`src/verilog/iolm_pkg.sv`:
```
// constants for the I/O line mux and write-mask block
package iolm_pkg;
	localparam int LINES = 32;
	localparam logic [7:0] OFF_OUTLEVEL = 8'h00;
	localparam logic [7:0] OFF_PULLUP_ON = 8'h04;
	localparam logic [7:0] OFF_PULLUP_OFF = 8'h08;
	localparam logic [7:0] OFF_PULLUP_STATE = 8'h0C;
	localparam logic [7:0] OFF_FUNC_A = 8'h10;
	localparam logic [7:0] OFF_FUNC_B = 8'h14;
	localparam logic [7:0] OFF_FUNC_STATE = 8'h18;
	localparam logic [7:0] OFF_OW_UNMASK = 8'h1C;
	localparam logic [7:0] OFF_OW_MASK = 8'h20;
	localparam logic [7:0] OFF_OW_STATE = 8'h24;
	localparam logic [31:0] RST_PULLUP_OFF = 32'h00000000;
	localparam logic [31:0] RST_FUNC_B = 32'h00000000;
	localparam logic [31:0] RST_OW_EN = 32'h00000000;
	localparam logic [31:0] RST_OUTLEVEL = 32'h00000000;
endpackage

```
`src/verilog/iolm_setclr.sv`:
```
// one bank of set/clear control bits with a status view
`timescale 1ns/10ps
module iolm_setclr #(
	parameter int W = 32,
	parameter logic [31:0] RSTVAL = 32'h00000000
) (
	input wire logic clk,
	input wire logic rstn,
	input wire logic setWr,
	input wire logic clrWr,
	input wire logic [W-1:0] wdata,
	output logic [W-1:0] state
);
	logic [W-1:0] bits_ff;
	logic [W-1:0] nxt_bits;
	// written zeros leave bits alone; set and clear are separate addresses
	assign nxt_bits = setWr ? (bits_ff | wdata) : clrWr ? (bits_ff & ~wdata) : bits_ff;
	always_ff @(posedge clk or negedge rstn)
	begin
		if (!rstn)
			bits_ff <= RSTVAL[W-1:0];
		else
			bits_ff <= nxt_bits;
	end
	assign state = bits_ff;
endmodule

```
`src/verilog/iolm_outlevel.sv`:
```
// output level register with per-line write mask
`timescale 1ns/10ps
module iolm_outlevel #(
	parameter int W = 32
) (
	input wire logic clk,
	input wire logic rstn,
	input wire logic wr,
	input wire logic [W-1:0] wdata,
	input wire logic [W-1:0] owEn,
	output logic [W-1:0] level
);
	logic [W-1:0] level_ff;
	logic [W-1:0] nxt_level;
	// masked lines keep their old level
	assign nxt_level = wr ? ((wdata & owEn) | (level_ff & ~owEn)) : level_ff;
	always_ff @(posedge clk or negedge rstn)
	begin
		if (!rstn)
			level_ff <= iolm_pkg::RST_OUTLEVEL[W-1:0];
		else
			level_ff <= nxt_level;
	end
	assign level = level_ff;
endmodule

```
`src/verilog/iolm_top.sv`:
```
// I/O line pull-up, function select and output write mask, APB slave
// Behaviour
// - pull-up state reads 0 when enabled, 1 when disabled
// - writing 1 to function A assign puts the line on function A
// - writing 1 to function B assign puts the line on function B
// - function select state reads 0 for A, 1 for B
// - writing 1 to unmask lets output level writes reach the line
// - writing 1 to mask blocks output level writes on the line
// - mask state reads 1 where writes reach; masked lines keep level
// - output level bit gives driven level, 0 low, 1 high
// - pull-up on and off registers set or clear pull-up; zeros ignored
`timescale 1ns/10ps
module iolm_top #(
	parameter int LINES = iolm_pkg::LINES
) (
	input wire logic clk,
	input wire logic rstn,
	input wire logic psel,
	input wire logic penable,
	input wire logic pwrite,
	input wire logic [7:0] paddr,
	input wire logic [31:0] pwdata,
	output logic [31:0] prdata,
	output logic pready,
	output logic pslverr,
	output logic [LINES-1:0] outputLevel,
	output logic [LINES-1:0] pullupEnable,
	output logic [LINES-1:0] funcBSelect
);
	logic [LINES-1:0] pullupOff;
	logic [LINES-1:0] owEn;
	logic [LINES-1:0] wdat;
	logic wrStb;
	logic rdStb;
	logic [31:0] prdata_ff;
	logic [31:0] nxt_prdata;
	logic [31:0] rdMux;
	logic mapped;
	logic setupPhase;
	logic accessPhase;
	logic hitWrOnly;
	logic hitRdOnly;
	logic errUnmapped;
	logic errRdOfWo;
	logic errWrOfRo;
	logic wrOut;
	logic wrPuOn;
	logic wrPuOff;
	logic wrFa;
	logic wrFb;
	logic wrOwU;
	logic wrOwM;
	wire logic hitOut = paddr == iolm_pkg::OFF_OUTLEVEL;
	wire logic hitPuOn = paddr == iolm_pkg::OFF_PULLUP_ON;
	wire logic hitPuOff = paddr == iolm_pkg::OFF_PULLUP_OFF;
	wire logic hitPuSt = paddr == iolm_pkg::OFF_PULLUP_STATE;
	wire logic hitFa = paddr == iolm_pkg::OFF_FUNC_A;
	wire logic hitFb = paddr == iolm_pkg::OFF_FUNC_B;
	wire logic hitFSt = paddr == iolm_pkg::OFF_FUNC_STATE;
	wire logic hitOwU = paddr == iolm_pkg::OFF_OW_UNMASK;
	wire logic hitOwM = paddr == iolm_pkg::OFF_OW_MASK;
	wire logic hitOwSt = paddr == iolm_pkg::OFF_OW_STATE;

	// single-cycle access phase: no wait states
	assign pready = 1'h1;
	assign setupPhase = psel && !penable;
	assign accessPhase = psel && penable;
	assign wrStb = accessPhase && pwrite;
	assign rdStb = setupPhase && !pwrite;
	assign wdat = pwdata[LINES-1:0];
	assign hitWrOnly = hitPuOn | hitPuOff | hitFa | hitFb | hitOwU | hitOwM;
	assign hitRdOnly = hitPuSt | hitFSt | hitOwSt;
	assign mapped = hitOut | hitWrOnly | hitRdOnly;
	// unmapped addresses and wrong-direction accesses answer with an error
	assign errUnmapped = !mapped;
	assign errRdOfWo = !pwrite && hitWrOnly;
	assign errWrOfRo = pwrite && hitRdOnly;
	assign pslverr = accessPhase && (errUnmapped || errRdOfWo || errWrOfRo);
	// one strobe per writable word; refused writes reach no bank
	assign wrOut = wrStb && hitOut;
	assign wrPuOn = wrStb && hitPuOn;
	assign wrPuOff = wrStb && hitPuOff;
	assign wrFa = wrStb && hitFa;
	assign wrFb = wrStb && hitFb;
	assign wrOwU = wrStb && hitOwU;
	assign wrOwM = wrStb && hitOwM;

	// pull-up bank stores the disable sense so it reads back directly
	iolm_setclr #(.W(LINES), .RSTVAL(iolm_pkg::RST_PULLUP_OFF)) uPullup (
		.clk(clk),
		.rstn(rstn),
		.setWr(wrPuOff),
		.clrWr(wrPuOn),
		.wdata(wdat),
		.state(pullupOff)
	);

	iolm_setclr #(.W(LINES), .RSTVAL(iolm_pkg::RST_FUNC_B)) uFunc (
		.clk(clk),
		.rstn(rstn),
		.setWr(wrFb),
		.clrWr(wrFa),
		.wdata(wdat),
		.state(funcBSelect)
	);

	iolm_setclr #(.W(LINES), .RSTVAL(iolm_pkg::RST_OW_EN)) uOwMask (
		.clk(clk),
		.rstn(rstn),
		.setWr(wrOwU),
		.clrWr(wrOwM),
		.wdata(wdat),
		.state(owEn)
	);

	iolm_outlevel #(.W(LINES)) uOut (
		.clk(clk),
		.rstn(rstn),
		.wr(wrOut),
		.wdata(wdat),
		.owEn(owEn),
		.level(outputLevel)
	);

	assign pullupEnable = ~pullupOff;

	// status words, upper bits zero when fewer lines are built
	assign rdMux = hitPuSt ? 32'(pullupOff)
		: hitFSt ? 32'(funcBSelect)
		: hitOwSt ? 32'(owEn)
		: hitOut ? 32'(outputLevel)
		: 32'h00000000;
	// data captured in setup so prdata comes from a flip-flop
	assign nxt_prdata = rdStb ? rdMux : prdata_ff;
	always_ff @(posedge clk or negedge rstn)
	begin
		if (!rstn)
			prdata_ff <= 32'h00000000;
		else
			prdata_ff <= nxt_prdata;
	end
	assign prdata = prdata_ff;
endmodule

```
`config.mk`:
```
export PLATFORM = sky130hd
export DESIGN_NAME = iolm_top
export DESIGN_NICKNAME = d
export VERILOG_FILES = /design/src/verilog/iolm_pkg.sv /design/src/verilog/iolm_setclr.sv /design/src/verilog/iolm_outlevel.sv /design/src/verilog/iolm_top.sv
export SDC_FILE = /design/constraint.sdc
export NUM_CORES = 1
export LEC_CHECK = 0
export BUFFER_PORTS_ARGS = -buffer_cell sky130_fd_sc_hd__buf_2
export CORE_MARGIN = 2
export CORE_UTILIZATION = 58
export DETAILED_ROUTE_END_ITERATION = 6
export HOLD_SLACK_MARGIN = 0.1
export PLACE_DENSITY = 0.83
export SYNTH_ARGS = -nofsm -noshare
export SYNTH_HDL_FRONTEND = slang
export SYNTH_SLANG_ARGS = --single-unit
```
`constraint.sdc`:
```
create_clock -name clk -period 5.2 [get_ports clk]
set_input_delay 1.04 -clock clk [delete_from_list [all_inputs] [get_ports clk]]
set_output_delay 1.04 -clock clk [all_outputs]
set_load 0.02 [all_outputs]
```
==> After elaboration in Yosys (flattened, before gate mapping) <==
Cells that the tools add are included.
{ "totals": {"out_inout_bits": 130, "in_bits": 45, "word_cells": 68, "reg_bits": 160} }
{ "classes": {"muxes": 10, "n_bitwise": 21, "eq_ne": 9, "n_reduce_logical": 23} }
{ "ops": {"columns": ["operator", "n"], "rows": [
  ["$mux 32", 10],
  ["$and 32x32->32", 5],
  ["$or 32x32->32", 4],
  ["$not 32->32", 3],
  ["$eq 8x5->1 const B", 4],
  ["$eq 8x4->1 const B", 2],
  ["$eq 8x6->1 const B", 2],
  ["$logic_and 1x1->1", 14],
  ["$or 1x1->1", 9],
  ["$eq 8x3->1 const B", 1],
  ["$logic_not 8->1", 1],
  ["$reduce_bool 2->1", 3],
  ["$logic_not 1->1", 3],
  ["$logic_or 1x1->1", 2]
]} }

==> Depth between registers and ports, before layout <==
{ "logic_depth": {"word_depth": 12, "mapped_depth": 7, "mapped_depth_nobuf": 4} }

==> By module <==
Synthesis repeated with hierarchy kept, for this count alone.
{ "hier_totals": {"cells_unflattened": 745, "hier_area_um2": 8023.9} }
{ "modules_own_cells": {"columns": ["module", "cells_each", "seq_area_each_um2", "area_per_inst_um2", "n_inst"], "rows": [
  ["iolm_setclr", 102, 800.8, 1249.9, 3],
  ["iolm_top", 340, 800.8, 2846.5, 1],
  ["iolm_outlevel", 99, 800.8, 1427.6, 1]
]} }

==> Worst setup path before layout <==
No wires, ideal clock.
{ "synth_timing": {"path_type": "input to output", "startpoint": "input port paddr[4]", "endpoint": "output port pslverr", "setup_slack_ns": 1.837, "cell_stages": 6, "path_buffers": 2, "t_arrival_ns": 2.323, "cell_sequence": "clkbuf_1 nor4_1 nand2_1 clkbuf_1 o211ai_1 a31oi_1"} }
{ "synth_via": {"elab_chain_len": 12, "elab_cells_between_ends": 25, "classes_between": "9 x eq/ne; 9 x bitwise; 7 x reduce/logical"} }
{ "synth_rtl": {"columns": ["element", "line_no", "text"], "rows": [
  ["start: declaration", "iolm_top.sv:21", "input wire logic [7:0] paddr,"],
  ["$eq 8x3->1 or $eq 8x4->1 (tied branches)", "iolm_top.sv:54, iolm_top.sv:55", null],
  ["$or 1x1->1 (5 in a row)", "iolm_top.sv:71", "assign hitWrOnly = hitPuOn | hitPuOff | hitFa | hitFb | hitOwU | hitOwM;"],
  ["$or 1x1->1 (2 in a row)", "iolm_top.sv:73", "assign mapped = hitOut | hitWrOnly | hitRdOnly;"],
  ["$logic_not 1->1", "iolm_top.sv:75", "assign errUnmapped = !mapped;"],
  ["$logic_or 1x1->1", "iolm_top.sv:78", "assign pslverr = accessPhase && (errUnmapped || errRdOfWo || errWrOfRo);"],
  ["$logic_or 1x1->1 *", "iolm_top.sv:78", null],
  ["$logic_and 1x1->1 *", "iolm_top.sv:78", null],
  ["end: declaration", "iolm_top.sv:25", "output logic pslverr,"]
]} }
Mark *: on every way between the ends. The rest lies on a longest branch, timed or not.

==> Worst setup path after layout <==
Same ends and word-level chain as after synthesis.

==> impl_summary.txt <==
----------------------------------------------------
[Critical path]
  Setup slack of the worst register-to-register path ... 4030 ps
  Slowest cell delay on critical path ... 590 ps
  Capture instance of the worst register-to-register path ... prdata[14]
  R2R depth ... 3
  Required time at the worst-slack endpoint ... ~4200 ps
  Cell occurring most often along the worst timing path ... buf_2
  Sort of element at the start of the critical path ... input port
  Worst setup EP type ... output port
  Critical path fanouts, max ... 38
  Buffering stage count on the worst path with inverters included ... 3
  Sequence of cells on the critical path ... buf_2, inv_1, o311a_1, o21ai_0, a31oi_1, buf_2
  Critical Path Stages ... 6
  Classification of the worst setup path ... input port to output port
  Kind of cell adding the most delay to the critical path ... buffers and inverters
  Critical-path top delay cell ... buf_2
  Data arrival at the endpoint of the critical path ... around 2700 ps

[CTS]
  Number of levels in the clock H-tree ... 4
  TritonCTS clock tree ... built
  Sink Count ... 160
  Clock network latency to the later pin of the worst-skew pair ... 440 ps
  Total of hold buffers inserted after clock tree synthesis ... 0
  Post-CTS Resized ... 0
  Reg clk slew, reported paths ... 60 ps
  Number of setup buffers added after CTS ... 0
  Library cell used as clock root buffer ... clkbuf_16
  Clock Path Buffers ... 2
  Inserted Clock Buffers ... 17

[Synth]
  Net count after synthesis ... 713
  Summed instance area of the synthesized netlist ... 7640 µm²
  Synth Area in XOR/XNOR ... 0.00229
  Most frequently used flop master after synthesis ... dfrtp_1
  Share of cell area taken by muxes after synthesis ... 0.143
  Mapped Cells ... 668
  Largest family of logic cells by synthesized area ... compound AO/OA/AOI/OAI gates
  Yosys Warn Count ... 0
  Portion of the post-synthesis area used by sequential elements ... 0.524
  Average instance area after synthesis ... 11.4 µm²
  Number of distinct library cell variants in the gate-level netlist after synthesis ... 42
  Number of enable-type register cells in the synthesized netlist ... 0
  Yosys reg bits ... between 150 and 200
  Area fraction in compound gates after synthesis ... 0.151
  Simple logic cell fraction of the synthesized area ... 0.131
  Fraction of the mapped netlist area in adder cells ... 0
  Async set-reset flop share out of synthesis ... 1.00

[Detailed routing]
  Per-cell routed wire length ... 22.0 µm
  Drt first-iter violations ... 786
  Overall routed net length ... 22,100 µm
  Detailed-route DRC error count ... 0
  Detailed-routing iteration count for the pre-antenna-repair pass ... 5
  Post-DRT Antenna Nets ... 0
  Average vias per placed instance ... 6.42
  Detailed-route via count ... between 6,000 and 7,000

[Timing]
  Clock skew ... 8.18 ps
  Final-report max-slew violation count ... 0
  Accumulated negative setup slack ... 0 ps
  Final Hold Vio Count ... 0
  Unrepaired setup endpoints after global routing ... no
  Min setup slack post-route ... between 1000 and 1500 ps
  Maximum clock frequency ... 265 MHz
  Worst hold margin ... 526 ps
  Least-Margin Pin Slew ... 1190 ps
  Worst relative slew slack ... 0.209
  Fin crit share ... 0.725
  Final setup vio count ... 0
  Minimum clock period after layout ... 3770 ps

[Power]
  Static leakage ... between 4 and 5 nW
  Power Dens Cells ... 291 nW/µm²
  Total power ... 2.69 mW
  Peak VDD IR ... 0.000206 V

[Layout]
  Storage cell area ... 4000 µm²
  Fin nets ... 862
  Count of fill cells added during filler insertion ... between 900 and 1,000
  Share of cells above drive strength 1 ... 0.371
  Area occupied by multi-input gates ... 3310 µm²
  Final non-filler cell total ... roughly 1,000
  Non-Filler Cell Area, Final ... slightly above 9000 µm²
  Final core utilization ... 0.725
  Growth of design area from synthesis to finish ... 20.6%

[Place]
  Post-place instance area ... 8610 µm²
  Placement-stage worst setup slack ... 1390 ps
  Routability congestion estimate from global placement ... 0.856
  Number of buffer cells added on primary ports ... 173
  Cells after DPL ... between 900 and 1,000
  Half-perimeter wire length of the detailed placement result ... roughly 14,000 µm

[Worst hold path]
  Hold Path Stages ... 1
  Worst min-delay path class ... register to register

[GRT]
  Overall overflow remaining after global route ... 0
  Global-route usage over all layers ... 0.317
  Pin count of the biggest net entering global routing ... 64
  Via count of the first global-routing pass ... 6,449
  Wire length of the first global-routing pass ... 34,700 µm
  Antenna violations before repair ... 4

[Floorplan]
  Io pins ... between 150 and 200
  Vertical extent of the die ... 119 µm
  Effective utilization at floorplan ... 0.601
  Die Outline Area ... 14,100 µm²
  Die width ... between 100 and 150 µm
  Standard cell core area ... 12,700 µm²
  Placement Rows ... ~40

[Status]
  Run status ... complete, no violations

[Run]
  Max capacitance violation total ... 0

----------------------------------------------------
==> where the power goes <==
part           leakage (nW)  switching (mW)  total (mW)  internal (mW)
Combinational          1.88           0.103       0.141         0.0384
Sequential             2.23         0.00902        1.26           1.25
Clock                 0.289           0.506        1.28          0.775
Total                  4.40           0.617        2.69           2.07
==> Yosys cell counts, types with 3 or more instances <==
cell | count | area (µm²)
dfrtp_1 | 160 | 4000
nand2_1 | 97 | 364
mux2_2 | 86 | 968
clkbuf_1 | 40 | 150
inv_1 | 34 | 128
a22o_1 | 32 | 280
a22oi_1 | 32 | 240
nor3b_1 | 32 | 240
a221o_1 | 31 | 310
o2bb2ai_1 | 31 | 272
and2_0 | 28 | 175
buf_2 | 10 | 50.1
mux2_1 | 10 | 113
and2_1 | 5 | 31.3
buf_6 | 3 | 33.8
nand2b_1 | 3 | 18.8
nand3_1 | 3 | 15.0
nor2_1 | 3 | 11.3
==> area by class of cell <==
| class | instances | area share |
|---|---|---|
| sequential | 160 | 0.434 |
| tap | 172 | 0.0233 |
| inverter | 34 | 0.0138 |
| clock buffer | 21 | 0.0499 |
| multi-input combinational | 420 | 0.359 |
| timing repair buffer | 184 | 0.104 |
| antenna | 5 | 0.00136 |
| clock inverter | 11 | 0.0149 |
==> worst reg2reg max path, cell delays in order, from the launching register on <==
cell       delay [ps]
dfrtp_1           430
a22oi_1           200
o2bb2ai_1         100
a221o_1           320
==> per-layer routing <==
metal / track usage / vias up / part of all wire
met2: 0.502 / 430 / 0.48
met1: 0.415 / 3261 / 0.40
met4: 0.131 / 0 / 0.026
li1: - / 2718 / -
met3: 0.0830 / 54 / 0.093
met5: 0 / - / 0
==> worst max path at each step <==
stage / from / end / slack, ps
after CTS: paddr[4] / pslverr / 1500
final: paddr[4] / pslverr / 1430
after floorplan: paddr[4] / pslverr / 1840
after global placement: paddr[4] / register / 1450
after global routing: paddr[4] / pslverr / 1320
after detailed placement: paddr[4] / register / 1390
==> cells by family after synthesis <==
kind of cell,Yosys count
mux,97
flops,160
simple gates,187
compound gates,133
xor+xnor,2
other cells,1
buf+inv,88
==> layout by cell type, fill, tap and decap left out, drive strengths merged, types with 2 or more instances in the layout <==
cell type    n
buf        184
dfrtp      160
nand2       97
mux2        96
inv         34
and2        33
nor3b       32
a22o        32
a22oi       32
o2bb2ai     31
a221o       31
clkbuf      21
diode        5
clkinv       5
nand2b       3
nand3        3
bufinv       3
clkinvlp     3
nor2         3
o311a        2
o211ai       2
and3         2
nor4         2
a31oi        2
nor4b        2
No activity file was read; power rests on OpenSTA's default activity.
